`src/hw/tor_params.svh`:
```
// Purpose: Offsets, field positions, reset values and timing counts of the output router.
// Assumes: 100 MHz reference clock, APB with 32-bit data and byte addresses.
// Notes: Definitions only.
`ifndef TOR_PARAMS_SVH
`define TOR_PARAMS_SVH

// Register byte offsets
`define TOR_OFS_STROBE_RISE 8'h00
`define TOR_OFS_STROBE_FALL 8'h04
`define TOR_OFS_EXPO_DELAY 8'h08
`define TOR_OFS_EXPO_TIME 8'h0C
`define TOR_OFS_PORT_BASE 8'h10
`define TOR_OFS_STATUS 8'h40

// Port configuration field layout
`define TOR_CFG_W 12
`define TOR_CFG_PIN_BIT 16
`define TOR_CFG_RESET 12'h000

// Status layout: ready bits, exposure, strobe, then pin levels
`define TOR_STS_READY_LSB 0
`define TOR_STS_EXPO_BIT 3
`define TOR_STS_STROBE_BIT 4
`define TOR_STS_PIN_LSB 8

// Delay register width and reset values
`define TOR_DLY_W 16
`define TOR_DLY_RESET 16'h0000

// Timing: clock period, microsecond tick and trigger pulse length
`define TOR_CLK_NS 10
`define TOR_US_NS 1000
`define TOR_US_CYC (`TOR_US_NS / `TOR_CLK_NS)
`define TOR_TRIG_PULSE_NS 5000
`define TOR_TRIG_PULSE_CYC (`TOR_TRIG_PULSE_NS / `TOR_CLK_NS)

`endif

```
`src/hw/tor_pkg.sv`:
```
// Purpose: Types shared by the output router modules.
// Assumes: Field widths match the params header.
// Notes: Source codes above the last member are illegal and route a low level.
package tor_pkg;

    typedef enum logic [3:0] {
        TOR_SRC_MANUAL,
        TOR_SRC_EXPOSURE,
        TOR_SRC_STROBE,
        TOR_SRC_ACQ_TRIG,
        TOR_SRC_FRAME_TRIG,
        TOR_SRC_EOE_TRIG,
        TOR_SRC_ACQ_READY,
        TOR_SRC_FRAME_READY,
        TOR_SRC_EOE_READY,
        TOR_SRC_ENC_TRIG,
        TOR_SRC_PLL_TRIG
    } tor_src_e;

    // Port configuration word, low 12 bits of the port register
    typedef struct packed {
        logic [3:0] extra_source_index;
        logic extra_source_enable;
        logic manual_val;
        logic dir_out;
        logic invert;
        tor_src_e src;
    } tor_port_cfg_s;

    // Trigger event strobes from the trigger manager
    typedef struct packed {
        logic eoe;
        logic frame;
        logic acq;
    } tor_evt_s;

endpackage

```
`src/hw/tor_pulse_stretch.sv`:
```
// Purpose: Stretches a one-cycle event into a fixed-length active-high pulse.
// Assumes: Event is synchronous to the clock.
// Notes: A new event during the pulse restarts the full length.
`timescale 1ns/100ps
module tor_pulse_stretch #(
    parameter int CYC = 500
) (
    input wire logic clk,
    input wire logic arst_n,
    input wire logic evt,
    output logic pulse
);
    localparam int CW = $clog2(CYC + 1);
    logic [CW-1:0] cnt_ff;

    // Load on event, count down to zero
    always_ff @(posedge clk or negedge arst_n) begin
        if (!arst_n) begin
            cnt_ff <= '0;
        end else if (evt) begin
            cnt_ff <= CW'(CYC);
        end else if (cnt_ff != '0) begin
            cnt_ff <= cnt_ff - 1'b1;
        end
    end

    assign pulse = (cnt_ff != '0);
endmodule

```
`src/hw/tor_trig_ready.sv`:
```
// Purpose: Ready tracker of one trigger module.
// Assumes: Rearm comes from the module that finishes the triggered action.
// Notes: Events while not ready are dropped without trace.
`timescale 1ns/100ps
module tor_trig_ready (
    input wire logic clk,
    input wire logic arst_n,
    input wire logic evt,
    input wire logic rearm,
    output logic ready,
    output logic accept
);
    logic ready_ff;

    // Only an event seen while ready is passed on
    assign accept = evt & ready_ff;

    // Idle high, low from acceptance until rearm; acceptance wins a tie
    always_ff @(posedge clk or negedge arst_n) begin
        if (!arst_n) begin
            ready_ff <= 1'b1;
        end else if (accept) begin
            ready_ff <= 1'b0;
        end else if (rearm) begin
            ready_ff <= 1'b1;
        end
    end

    assign ready = ready_ff;
endmodule

```
`src/hw/tor_top.sv`:
```
// Purpose: Timing signal generation and per-port output source routing.
// Assumes: All inputs synchronous to REF_CLK; APB zero-wait slave.
// Notes: Strobe and exposure share one microsecond counter started by frame events.
//
// Functional notes
// - A port routed to exposure is active exactly while the exposure window runs; here the pin flop makes the port one clock late.
// - The strobe rises after one programmed delay and falls after another, both from the event.
// - Both strobe delays count one-microsecond ticks.
// - Strobe and exposure are separate signals, each delayed from the frame event.
// - Exposure delay and strobe delay are independent, so the strobe may lead exposure.
// - Encoder and frequency multiplier events are selectable sources on any port.
// - Trigger outputs go active on their event and stay active about five microseconds.
// - Each of the three trigger modules has its own ready level as a port source.
// - A ready level idles high, drops on acceptance and rises when a new trigger can be taken.
// - Trigger events that arrive while their module is not ready are discarded.
// - A port may select an extra source by index while its extra enable is set.
// - A port set to output drives its level; set to input its pin is sampled.
// - Per-port inversion applies to the level whatever the source.
// - The manual source drives the level written by software.
//
// Design decisions made here: the APB interface to the registers and the register offsets.
`timescale 1ns/100ps
`include "tor_params.svh"
module tor_top #(
    parameter int NPORTS = 4,
    parameter int NEXTRA = 16,
    parameter int US_CYC = `TOR_US_CYC,
    parameter int TRIG_CYC = `TOR_TRIG_PULSE_CYC
) (
    input wire logic REF_CLK,
    input wire logic ARST_N,
    input wire logic PSEL,
    input wire logic PENABLE,
    input wire logic PWRITE,
    input wire logic [7:0] PADDR,
    input wire logic [31:0] PWDATA,
    output logic [31:0] PRDATA,
    output logic PREADY,
    output logic PSLVERR,
    input wire tor_pkg::tor_evt_s TRIG_EVT,
    input wire logic ACQ_REARM,
    input wire logic EOE_REARM,
    input wire logic ENC_TICK,
    input wire logic PLL_TICK,
    input wire logic [NEXTRA-1:0] EXTRA_SRC,
    output tor_pkg::tor_evt_s TRIG_ACCEPT,
    input wire logic [NPORTS-1:0] PIO_IN,
    output logic [NPORTS-1:0] PIO_OUT,
    output logic [NPORTS-1:0] PIO_OE
);
    import tor_pkg::*;

    localparam int DW = `TOR_DLY_W;
    localparam int PW = $clog2(US_CYC);

    logic [DW-1:0] strobe_rise_delay_ff;
    logic [DW-1:0] strobe_fall_delay_ff;
    logic [DW-1:0] expo_delay_ff;
    logic [DW-1:0] expo_time_ff;
    tor_port_cfg_s cfg_ff [NPORTS];
    logic [NPORTS-1:0] pin_in_ff;
    logic [NPORTS-1:0] pin_out_ff;
    logic [31:0] prdata_ff;

    logic [PW-1:0] pre_ff;
    logic us_tick;
    logic [DW:0] us_cnt_ff;
    logic run_ff;
    logic strobe_ff;
    logic expo_ff;
    logic [DW:0] expo_end;
    logic [DW:0] run_end;
    logic frame_rearm;

    tor_evt_s ready;
    tor_evt_s accept;
    tor_evt_s trig_pulse;
    logic enc_pulse;
    logic pll_pulse;
    logic frame_trig_pulse_out;
    logic frame_trig_ready_out;

    logic setup_ph;
    logic access_ph;
    logic port_hit;
    logic [7:0] port_ofs;
    logic [7:0] port_idx;
    logic addr_ok;
    logic [31:0] rd_mux;
    logic [31:0] status_word;

    // APB phases; slave answers in the first access cycle
    assign setup_ph = PSEL & ~PENABLE;
    assign access_ph = PSEL & PENABLE;
    assign PREADY = 1'b1;
    assign port_ofs = PADDR - `TOR_OFS_PORT_BASE;
    assign port_idx = {2'b00, port_ofs[7:2]};
    assign port_hit = (PADDR >= `TOR_OFS_PORT_BASE) && (port_ofs[1:0] == 2'b00)
        && (port_idx < 8'(NPORTS));

    // Address decode
    always_comb begin
        addr_ok = 1'b0;
        unique case (PADDR)
            `TOR_OFS_STROBE_RISE,
            `TOR_OFS_STROBE_FALL,
            `TOR_OFS_EXPO_DELAY,
            `TOR_OFS_EXPO_TIME,
            `TOR_OFS_STATUS: addr_ok = 1'b1;
            default: addr_ok = port_hit;
        endcase
    end

    // Unmapped access answers with an error, reads zero, writes nothing
    assign PSLVERR = access_ph & ~addr_ok;

    // Status word: ready levels, exposure, strobe and sampled pins
    always_comb begin
        status_word = '0;
        status_word[`TOR_STS_READY_LSB +: 3] = ready;
        status_word[`TOR_STS_EXPO_BIT] = expo_ff;
        status_word[`TOR_STS_STROBE_BIT] = strobe_ff;
        status_word[`TOR_STS_PIN_LSB +: NPORTS] = pin_in_ff;
    end

    // Read mux
    always_comb begin
        rd_mux = '0;
        if (port_hit) begin
            rd_mux[`TOR_CFG_W-1:0] = cfg_ff[port_idx[$clog2(NPORTS)-1:0]];
            rd_mux[`TOR_CFG_PIN_BIT] = pin_in_ff[port_idx[$clog2(NPORTS)-1:0]];
        end else begin
            unique case (PADDR)
                `TOR_OFS_STROBE_RISE: rd_mux[DW-1:0] = strobe_rise_delay_ff;
                `TOR_OFS_STROBE_FALL: rd_mux[DW-1:0] = strobe_fall_delay_ff;
                `TOR_OFS_EXPO_DELAY: rd_mux[DW-1:0] = expo_delay_ff;
                `TOR_OFS_EXPO_TIME: rd_mux[DW-1:0] = expo_time_ff;
                `TOR_OFS_STATUS: rd_mux = status_word;
                default: rd_mux = '0;
            endcase
        end
    end

    // Read data captured in the setup cycle so it stands from a flop
    always_ff @(posedge REF_CLK or negedge ARST_N) begin
        if (!ARST_N) begin
            prdata_ff <= 32'h0000_0000;
        end else if (setup_ph && !PWRITE) begin
            prdata_ff <= rd_mux;
        end
    end
    assign PRDATA = prdata_ff;

    // Timing registers, written at the access edge
    always_ff @(posedge REF_CLK or negedge ARST_N) begin
        if (!ARST_N) begin
            strobe_rise_delay_ff <= `TOR_DLY_RESET;
            strobe_fall_delay_ff <= `TOR_DLY_RESET;
            expo_delay_ff <= `TOR_DLY_RESET;
            expo_time_ff <= `TOR_DLY_RESET;
        end else if (access_ph && PWRITE) begin
            unique case (PADDR)
                `TOR_OFS_STROBE_RISE: strobe_rise_delay_ff <= PWDATA[DW-1:0];
                `TOR_OFS_STROBE_FALL: strobe_fall_delay_ff <= PWDATA[DW-1:0];
                `TOR_OFS_EXPO_DELAY: expo_delay_ff <= PWDATA[DW-1:0];
                `TOR_OFS_EXPO_TIME: expo_time_ff <= PWDATA[DW-1:0];
                default: ;
            endcase
        end
    end

    // Port configuration registers
    always_ff @(posedge REF_CLK or negedge ARST_N) begin
        if (!ARST_N) begin
            for (int i = 0; i < NPORTS; i++) begin
                cfg_ff[i] <= tor_port_cfg_s'(`TOR_CFG_RESET);
            end
        end else if (access_ph && PWRITE && port_hit) begin
            cfg_ff[port_idx[$clog2(NPORTS)-1:0]] <= tor_port_cfg_s'(PWDATA[`TOR_CFG_W-1:0]);
        end
    end

    // Pin sampling of every port, whatever its direction
    always_ff @(posedge REF_CLK or negedge ARST_N) begin
        if (!ARST_N) begin
            pin_in_ff <= '0;
        end else begin
            pin_in_ff <= PIO_IN;
        end
    end

    // Ready trackers; frame rearms when its timing run ends
    tor_trig_ready u_acq_rdy (
        .clk(REF_CLK),
        .arst_n(ARST_N),
        .evt(TRIG_EVT.acq),
        .rearm(ACQ_REARM),
        .ready(ready.acq),
        .accept(accept.acq)
    );
    tor_trig_ready u_frame_rdy (
        .clk(REF_CLK),
        .arst_n(ARST_N),
        .evt(TRIG_EVT.frame),
        .rearm(frame_rearm),
        .ready(ready.frame),
        .accept(accept.frame)
    );
    tor_trig_ready u_eoe_rdy (
        .clk(REF_CLK),
        .arst_n(ARST_N),
        .evt(TRIG_EVT.eoe),
        .rearm(EOE_REARM),
        .ready(ready.eoe),
        .accept(accept.eoe)
    );
    assign TRIG_ACCEPT = accept;
    assign frame_trig_ready_out = ready.frame;

    // Fixed-length trigger pulses on accepted events and processing ticks
    tor_pulse_stretch #(.CYC(TRIG_CYC)) u_acq_pls (
        .clk(REF_CLK),
        .arst_n(ARST_N),
        .evt(accept.acq),
        .pulse(trig_pulse.acq)
    );
    tor_pulse_stretch #(.CYC(TRIG_CYC)) u_frame_pls (
        .clk(REF_CLK),
        .arst_n(ARST_N),
        .evt(accept.frame),
        .pulse(trig_pulse.frame)
    );
    tor_pulse_stretch #(.CYC(TRIG_CYC)) u_eoe_pls (
        .clk(REF_CLK),
        .arst_n(ARST_N),
        .evt(accept.eoe),
        .pulse(trig_pulse.eoe)
    );
    tor_pulse_stretch #(.CYC(TRIG_CYC)) u_enc_pls (
        .clk(REF_CLK),
        .arst_n(ARST_N),
        .evt(ENC_TICK),
        .pulse(enc_pulse)
    );
    tor_pulse_stretch #(.CYC(TRIG_CYC)) u_pll_pls (
        .clk(REF_CLK),
        .arst_n(ARST_N),
        .evt(PLL_TICK),
        .pulse(pll_pulse)
    );
    assign frame_trig_pulse_out = trig_pulse.frame;

    // Microsecond prescaler, rephased on every accepted frame event
    always_ff @(posedge REF_CLK or negedge ARST_N) begin
        if (!ARST_N) begin
            pre_ff <= '0;
        end else if (accept.frame || us_tick) begin
            pre_ff <= '0;
        end else begin
            pre_ff <= pre_ff + 1'b1;
        end
    end
    assign us_tick = (pre_ff == PW'(US_CYC - 1));

    // Run ends once both strobe fall and exposure end are passed
    assign expo_end = {1'b0, expo_delay_ff} + {1'b0, expo_time_ff};
    assign run_end = (expo_end > {1'b0, strobe_fall_delay_ff}) ? expo_end
        : {1'b0, strobe_fall_delay_ff};
    assign frame_rearm = run_ff && (us_cnt_ff >= run_end);

    // Microsecond counter restarted by each accepted frame event
    always_ff @(posedge REF_CLK or negedge ARST_N) begin
        if (!ARST_N) begin
            us_cnt_ff <= '0;
            run_ff <= 1'b0;
        end else if (accept.frame) begin
            us_cnt_ff <= '0;
            run_ff <= 1'b1;
        end else if (frame_rearm) begin
            run_ff <= 1'b0;
        end else if (run_ff && us_tick) begin
            us_cnt_ff <= us_cnt_ff + 1'b1;
        end
    end

    // Strobe window from its own rise and fall delays; lags one cycle
    always_ff @(posedge REF_CLK or negedge ARST_N) begin
        if (!ARST_N) begin
            strobe_ff <= 1'b0;
        end else begin
            strobe_ff <= run_ff && (us_cnt_ff >= {1'b0, strobe_rise_delay_ff})
                && (us_cnt_ff < {1'b0, strobe_fall_delay_ff});
        end
    end

    // Exposure window, independent delay so the strobe may lead it
    always_ff @(posedge REF_CLK or negedge ARST_N) begin
        if (!ARST_N) begin
            expo_ff <= 1'b0;
        end else begin
            expo_ff <= run_ff && (us_cnt_ff >= {1'b0, expo_delay_ff})
                && (us_cnt_ff < expo_end);
        end
    end

    // Per-port source mux, inversion and direction
    for (genvar p = 0; p < NPORTS; p++) begin : g_port
        logic lvl;

        always_comb begin
            lvl = 1'b0;
            if (cfg_ff[p].extra_source_enable) begin
                lvl = EXTRA_SRC[cfg_ff[p].extra_source_index];
            end else begin
                unique case (cfg_ff[p].src)
                    TOR_SRC_MANUAL: lvl = cfg_ff[p].manual_val;
                    TOR_SRC_EXPOSURE: lvl = expo_ff;
                    TOR_SRC_STROBE: lvl = strobe_ff;
                    TOR_SRC_ACQ_TRIG: lvl = trig_pulse.acq;
                    TOR_SRC_FRAME_TRIG: lvl = frame_trig_pulse_out;
                    TOR_SRC_EOE_TRIG: lvl = trig_pulse.eoe;
                    TOR_SRC_ACQ_READY: lvl = ready.acq;
                    TOR_SRC_FRAME_READY: lvl = frame_trig_ready_out;
                    TOR_SRC_EOE_READY: lvl = ready.eoe;
                    TOR_SRC_ENC_TRIG: lvl = enc_pulse;
                    TOR_SRC_PLL_TRIG: lvl = pll_pulse;
                    default: lvl = 1'b0; // Illegal code, hold low
                endcase
            end
        end

        // Registered pin so data leaves from a flop
        always_ff @(posedge REF_CLK or negedge ARST_N) begin
            if (!ARST_N) begin
                pin_out_ff[p] <= 1'b0;
            end else begin
                pin_out_ff[p] <= lvl ^ cfg_ff[p].invert;
            end
        end

        assign PIO_OE[p] = cfg_ff[p].dir_out;
    end

    assign PIO_OUT = pin_out_ff;
endmodule

```
`config.mk`:
```
export PLATFORM = sky130hd
export DESIGN_NAME = tor_top
export DESIGN_NICKNAME = d
export VERILOG_FILES = /design/src/hw/tor_pkg.sv /design/src/hw/tor_pulse_stretch.sv /design/src/hw/tor_trig_ready.sv /design/src/hw/tor_top.sv
export VERILOG_INCLUDE_DIRS = /design/src /design/src/hw
export SDC_FILE = /design/constraint.sdc
export NUM_CORES = 1
export LEC_CHECK = 0
export BUFFER_PORTS_ARGS = -buffer_cell sky130_fd_sc_hd__buf_2
export CAP_MARGIN = 20
export CORE_ASPECT_RATIO = 1.25
export CORE_UTILIZATION = 49
export DETAILED_ROUTE_END_ITERATION = 16
export GPL_ROUTABILITY_DRIVEN = 1
export PLACE_DENSITY_LB_ADDON = 0.15
export SYNTH_ARGS = -nofsm -noshare
export SYNTH_HDL_FRONTEND = slang
export SYNTH_HIERARCHICAL = 1
export SYNTH_SLANG_ARGS = --single-unit
```
`constraint.sdc`:
```
create_clock -name REF_CLK -period 7.1 [get_ports REF_CLK]
set_input_delay 0.355 -clock REF_CLK [delete_from_list [all_inputs] [get_ports REF_CLK]]
set_output_delay 0.355 -clock REF_CLK [all_outputs]
set_load 0.005 [all_outputs]
```
Yosys cells after proc, flatten, opt, wreduce, memory -nomap -nowiden
Cells that the tools add are included.

cells by class
  add/subtract/negate cells = 9
  magnitude comparators = 15
  equality and inequality tests = 46
  muxes and demuxes = 52
  bitwise gates (word level) = 13
  reduce and logical (&&, ||, !) cells = 40

operators with widths
  kind                                                                          count
  9-bit two-way mux                                                             10
  16-bit one-hot mux with 5 select lines                                        1
  17-bit two-way mux                                                            4
  4-bit by 3-bit == test with 1-bit output, second input constant               16
  48-bit bitwise mux                                                            1
  4-bit == test, second input constant                                          12
  12-bit two-way mux                                                            4
  9-bit nonzero test                                                            5
  9-bit by 1-bit subtractor with 9-bit output, second input constant            5
  1-bit one-hot mux with 11 select lines                                        4
  17-bit by 16-bit >= comparator with 1-bit output                              2
  4-bit by 2-bit == test with 1-bit output, second input constant               8
  12-bit binary-select mux with 2-bit select                                    1
  12-bit demux with 2-bit select                                                1
  4-bit by 5-bit less-than comparator with 1-bit output, second input constant  4
  1-bit two-way mux                                                             19
  2-bit nonzero test                                                            9
  16-bit by 16-bit adder with 17-bit output                                     1
  17-bit by 1-bit adder with 17-bit output, second input constant               1
  17-bit >= comparator                                                          1
  17-bit by 16-bit > comparator with 1-bit output                               1
  17-bit by 16-bit less-than comparator with 1-bit output                       1
  17-bit less-than comparator                                                   1
  1-bit binary-select mux with 4-bit select                                     4
  28 further kinds                                                              59

storage, ports and cells
  bits in registers = 212
  input port bits = 72
  output and inout bits = 45
  word-level logic and storage cells = 222

Depth between registers and ports, before layout
  depth in word-level cells = 7
  depth in mapped cells = 27
  gate-level depth less buffers = 25

Hierarchy
The synthesis kept the hierarchy.

by module, submodules not included
  module             times used  cells an instance  area an instance (um^2)  seq. area each (um^2)
  tor_top            1           1113               11429.7                  4103.9
  tor_pulse_stretch  5           51                 498.0                    225.2
  tor_trig_ready     3           4                  47.5                     26.3

Worst setup path after synthesis
Ideal clock, no wire load.

  kind = flip-flop to flip-flop
  start = reg expo_delay_ff[0]
  end = reg us_cnt_ff[16]
  setup time = 78 ps
  arrival time = 5905 ps
  setup slack = 1117 ps
  stages on the path, launching flop included = 25
  path buffers = 2
  clock period less this slack = 5983 ps
  cells stage by stage = dfrtp_1 -> ha_1 -> fa_1 -> a21oi_1 -> nor2_1 -> or3_1 -> a31oi_1 -> xnor2_1 -> ha_1 -> nand4_1 -> nor3_1 -> or4_1 -> a2111oi_2 -> o21ai_2 -> buf_4 -> mux2i_1 -> ha_1 -> a21o_1 -> a21o_1 -> a21o_1 -> a22o_1 -> buf_6 -> or4_4 -> or3_1 -> a21oi_1

on the way
  word-level cells in the longest chain between the ends = 7

ends and longest elaborated chain
  what                                                         RTL line        text
  start, declared                                              tor_top.sv:58   logic [DW-1:0] expo_delay_ff;
  start signal, assigned                                       tor_top.sv:159  expo_delay_ff <= `TOR_DLY_RESET;
  start signal, assigned                                       tor_top.sv:165  `TOR_OFS_EXPO_DELAY: expo_delay_ff <= PWDATA[DW-1:0];
  16-bit by 16-bit adder with 17-bit output *                  tor_top.sv:266  assign expo_end = {1'b0, expo_delay_ff} + {1'b0, expo_time_ff};
  17-bit by 16-bit > comparator with 1-bit output              tor_top.sv:267  assign run_end = (expo_end > {1'b0, strobe_fall_delay_ff}) ? expo_end
  17-bit two-way mux *                                         tor_top.sv:267
  17-bit >= comparator *                                       tor_top.sv:269  assign frame_rearm = run_ff && (us_cnt_ff >= run_end);
  1-bit logical AND *                                          tor_top.sv:269
  2-bit by 1-bit != test with 1-bit output (no source line) *  -
  2-bit AND reduction (no source line) *                       -
  end signal, assigned                                         tor_top.sv:282  us_cnt_ff <= us_cnt_ff + 1'b1;
  end, declared                                                tor_top.sv:67   logic [DW:0] us_cnt_ff;

Every way passes the cells marked *; elsewhere a longest branch is shown, timed or not.
A chain may end at the register's enable or synchronous reset.

Worst setup path in the final report
  start = reg expo_delay_ff[0]
  end = reg us_cnt_ff[13]

The elaborated chain is that of the path after synthesis.

==> results.py <==
metrics = {
    "timing": {
        "rsz0062_at_grt": "no",
        "fmax_mhz": 151,
        "worstMarginPinSlew_ns": 0.917,
        "finalSetupTns_ns": 0,
        "fin_crit_sh_pct": 93.4,
        "hold_violations": 0,
        "maxSlewViolCount": 0,
        "layout_min_cycle_time_ns": 6.63,
        "finClkSkew_ns": 0.0285,
        "maxSlewHeadroom_pct": 38.7,
        "setup_viol": 0,
    },
    "synth": {
        "synth_top_family_by_area": "multiplexers",
        "dominantRegCellSynth": "dfrtp_1",
        "synthMuxAreaShare_pct": 16.7,
        "synth_cell_type_count": 68,
        "yosys_warnings": 6,
        "yosysMostFrequentCell": "dfrtp_1",
        "synthAdderAreaFrac_pct": 10.7,
        "ys_async_sr_fraction_pct": 100,
        "synthSimpleGateAreaFrac_pct": 14.0,
        "syn_avg_cell_area_um2": 10.2,
        "syn_area_um2": 14100,
        "synthXorXnorAreaFrac_pct": 1.68,
        "synthTopCellsByCount": "209 x dfrtp_1, 119 x ha_1, 119 x nand2_1",
        "synth_compound_area_share_pct": 14.0,
        "netlist_instances": 1380,
        "synth_top_area_share_pct": 37.2,
        "synth_seq_cells": 212,
        "post-synth-top-area-cell": "dfrtp_1",
        "seq_area_frac_synth_pct": 37.8,
        "synth_area_leaders": "dfrtp_1 37%, ha_1 11%, mux4_2 7.0%, mux2_2 6.6%, o21ai_0 4.0%",
        "synth_edf_count": 0,
    },
    "placed_design": {
        "io_buffers": 84,
        "gp_congestion": 0.939,
        "place_inst": 1778,
        "hpwl_mm": 27.2,
        "placed_area_um2": 14800,
    },
    "worst_hold_path": {
        "hold_depth": 2,
        "hp-start": "PLL_TICK",
        "hold_path_class": "input pin to flip-flop",
        "hold_path_end": "u_pll_pls/cnt_ff[0]",
    },
    "floorplanning": {
        "die_w_um": 154,
        "num_io_pins": 117,
        "die_y_um": 191,
        "die_area_um2": 29400,
        "core-area_um2": 28300,
        "placementRows": 69,
        "start_util_pct": 49.7,
    },
    "drt": {
        "wl_per_cell_um": 19.9,
        "antenna_left": 0,
        "dr.pass1.iters": 5,
        "drc": 0,
        "post_drt_via_cell_ratio": 6.00,
        "wl_mm": 36.5,
        "vias": 10995,
        "drtIter0Drc": 556,
    },
    "global_route": {
        "grt_pass1_vias": 10841,
        "grt_antenna_before_repair": 0,
        "track_usage_pct": 25.4,
        "grt_overflow": 0,
        "grt_start_max_net_pins": 100,
        "grt_pass1_wl_mm": 58.8,
    },
    "critical_path": {
        "r2r-start": "expo_delay_ff[0]",
        "worst_setup_path_start_kind": "flip-flop",
        "crit_arrival_ns": 7.08,
        "end_kind": "flip-flop",
        "startpoint": "expo_delay_ff[0]",
        "ff2ff_path_depth": 22,
        "r2r_end": "us_cnt_ff[13]",
        "reg2reg_setup_slack_ns": 0.47,
        "required_ns": 7.55,
        "worst-path-max-fanout": 11,
        "critical_path_class": "flip-flop to flip-flop",
    },
    "layout": {
        "antennaDiodeCount": 0,
        "multiInputGateArea_um2": 8110,
        "seqCellArea_um2": 5310,
        "fin_cells": 1833,
        "stdcell_area_um2": 15700,
        "fillers": 2503,
        "area_growth_pct": 11.8,
        "drive_above_1_share_pct": 20.3,
        "nNetsFinal": 1652,
    },
    "clocking": {
        "cts_setup_buffers": 0,
        "cts_sinks": 212,
        "post_cts_resize_count": 0,
        "htreeDepth": 1,
        "cts_tree": "yes",
        "root_buffer": "clkbuf_16",
        "clk_latency_ns": 0.55,
        "cts_max_path_buffers": 3,
        "clk_pin_slew_worst_paths_ns": 0.06,
        "cts_buffers": 24,
    },
    "pwr": {
        "p_leak_nw": 7.38,
        "totalPowerFinal_mw": 3.67,
        "peakVddDrop_mv": 0.217,
        "p_per_area_nw_per_um2": 234,
    },
    "status": {
        "status": "finished clean",
    },
    "job": {
        "cap_violations": 0,
    },
}
state kept, by name, indices dropped and copies added (netlist names):
| register | cells |
|---|---|
| PIO_OUT | 4 |
| u_frame_pls/cnt_ff | 9 |
| u_eoe_rdy/ready | 1 |
| u_pll_pls/cnt_ff | 9 |
| PIO_OE | 4 |
| pin_in_ff | 4 |
| expo_ff | 1 |
| u_enc_pls/cnt_ff | 9 |
| strobe_ff | 1 |
| expo_time_ff | 16 |
| strobe_rise_delay_ff | 16 |
| pre_ff | 7 |
| u_acq_pls/cnt_ff | 9 |
| cfg_ff | 44 |
| strobe_fall_delay_ff | 16 |
| PRDATA | 17 |
| u_acq_rdy/ready | 1 |
| u_frame_rdy/ready | 1 |
| expo_delay_ff | 16 |
| us_cnt_ff | 17 |
| u_eoe_pls/cnt_ff | 9 |
| run_ff | 1 |
per-stage QoR:
step / setup WS, ns / hold WS [ns] / util [%]
CTS: 0.456 / 0.0563 / 55.5
global route: 0.0505 / 0.0809 / 55.5
detailed placement: 0.508 / 0.458 / 52.1
floorplan: 1.12 / 0.0594 / -
finish: 0.468 / 0.0793 / 55.5
global placement: 0.600 / 0.447 / 52.1
worst max path at each step:
stage / endpoint
finish: us_cnt_ff[13]
global route: us_cnt_ff[13]
CTS: us_cnt_ff[13]
detailed placement: us_cnt_ff[13]
global placement: us_cnt_ff[11]
floorplan: us_cnt_ff[16]
placed cells by master, fill, tap and decap left out, types with 7 or more instances in the layout:
master / instances
buf_4: 14
a21o_1: 19
conb_1: 16
dfrtp_1: 209
xor2_1: 9
or3_1: 7
nand2b_1: 13
o21ai_0: 111
xnor2_1: 18
mux2_2: 83
nor2b_1: 15
nor3_1: 24
mux4_2: 44
dlygate4sd3_1: 10
a222oi_1: 9
o31ai_1: 9
nand2_1: 119
o211ai_1: 10
clkbuf_16: 24
buf_2: 83
mux2i_1: 42
nand4_1: 22
inv_1: 97
nor4_1: 19
a211oi_1: 14
ha_1: 119
o221ai_1: 11
nor2_1: 73
nand3_1: 22
a21oi_1: 70
report_power, final:
| group | switching [mW] | internal [mW] | total [mW] | leakage (nW) |
|---|---|---|---|---|
| clock network | 0.532 | 0.802 | 1.33 | 0.420 |
| registers | 0.193 | 1.33 | 1.52 | 2.61 |
| logic | 0.442 | 0.373 | 0.815 | 4.36 |
| total | 1.17 | 2.51 | 3.67 | 7.38 |
final cells by class:
type	instances	share of cell area (%)
multi-input combinational	1016	51.6
sequential	212	33.8
clock buffer	30	4.16
timing repair buffer	109	4.14
tap	355	2.83
inverter	97	2.32
clock inverter	14	1.23
timing repair:
item	CTS	global route
endpoints found under the setup margin	0	0
endpoints found under the hold margin	102	0
hold buffers	10	0
per-layer routing:
metal / global-route usage (%) / vias to the layer above / part of all wire (%)
met1: 32.8 / 5431 / 43
met3: 2.52 / 55 / 4.0
met2: 44.6 / 253 / 50
met5: 0 / - / 0
li1: - / 5256 / -
met4: 8.31 / 0 / 2.6
logic make-up (layout without fill, tap and decap cells):
family	Yosys count	after routing
and+or+nand+nor	373	373
AOI/OAI and AO/OA	311	311
DFF	212	212
muxes	169	169
buffers and inverters	166	250
adders and majority gates	120	120
xor gates and xnor gates	27	27
other	2	16
critical path, cell delays in order, from the launching register on:
cell and delay [ns]:
dfrtp_1 0.41, ha_1 0.25, fa_1 0.41, a21oi_1 0.20
nor2_1 0.11, or3_1 0.41, a31oi_1 0.22, xnor2_1 0.20
ha_1 0.31, nand4_1 0.13, nor3_1 0.06, or4_1 0.49
a2111oi_2 0.41, o21ai_2 0.23, buf_4 0.25, mux2i_1 0.13
ha_1 0.31, a21o_1 0.16, a21o_1 0.17, a211o_1 0.43
or4_1 0.70, or3_1 0.36, a21oi_1 0.15
Note: power is estimated with default switching activity, not from simulation.
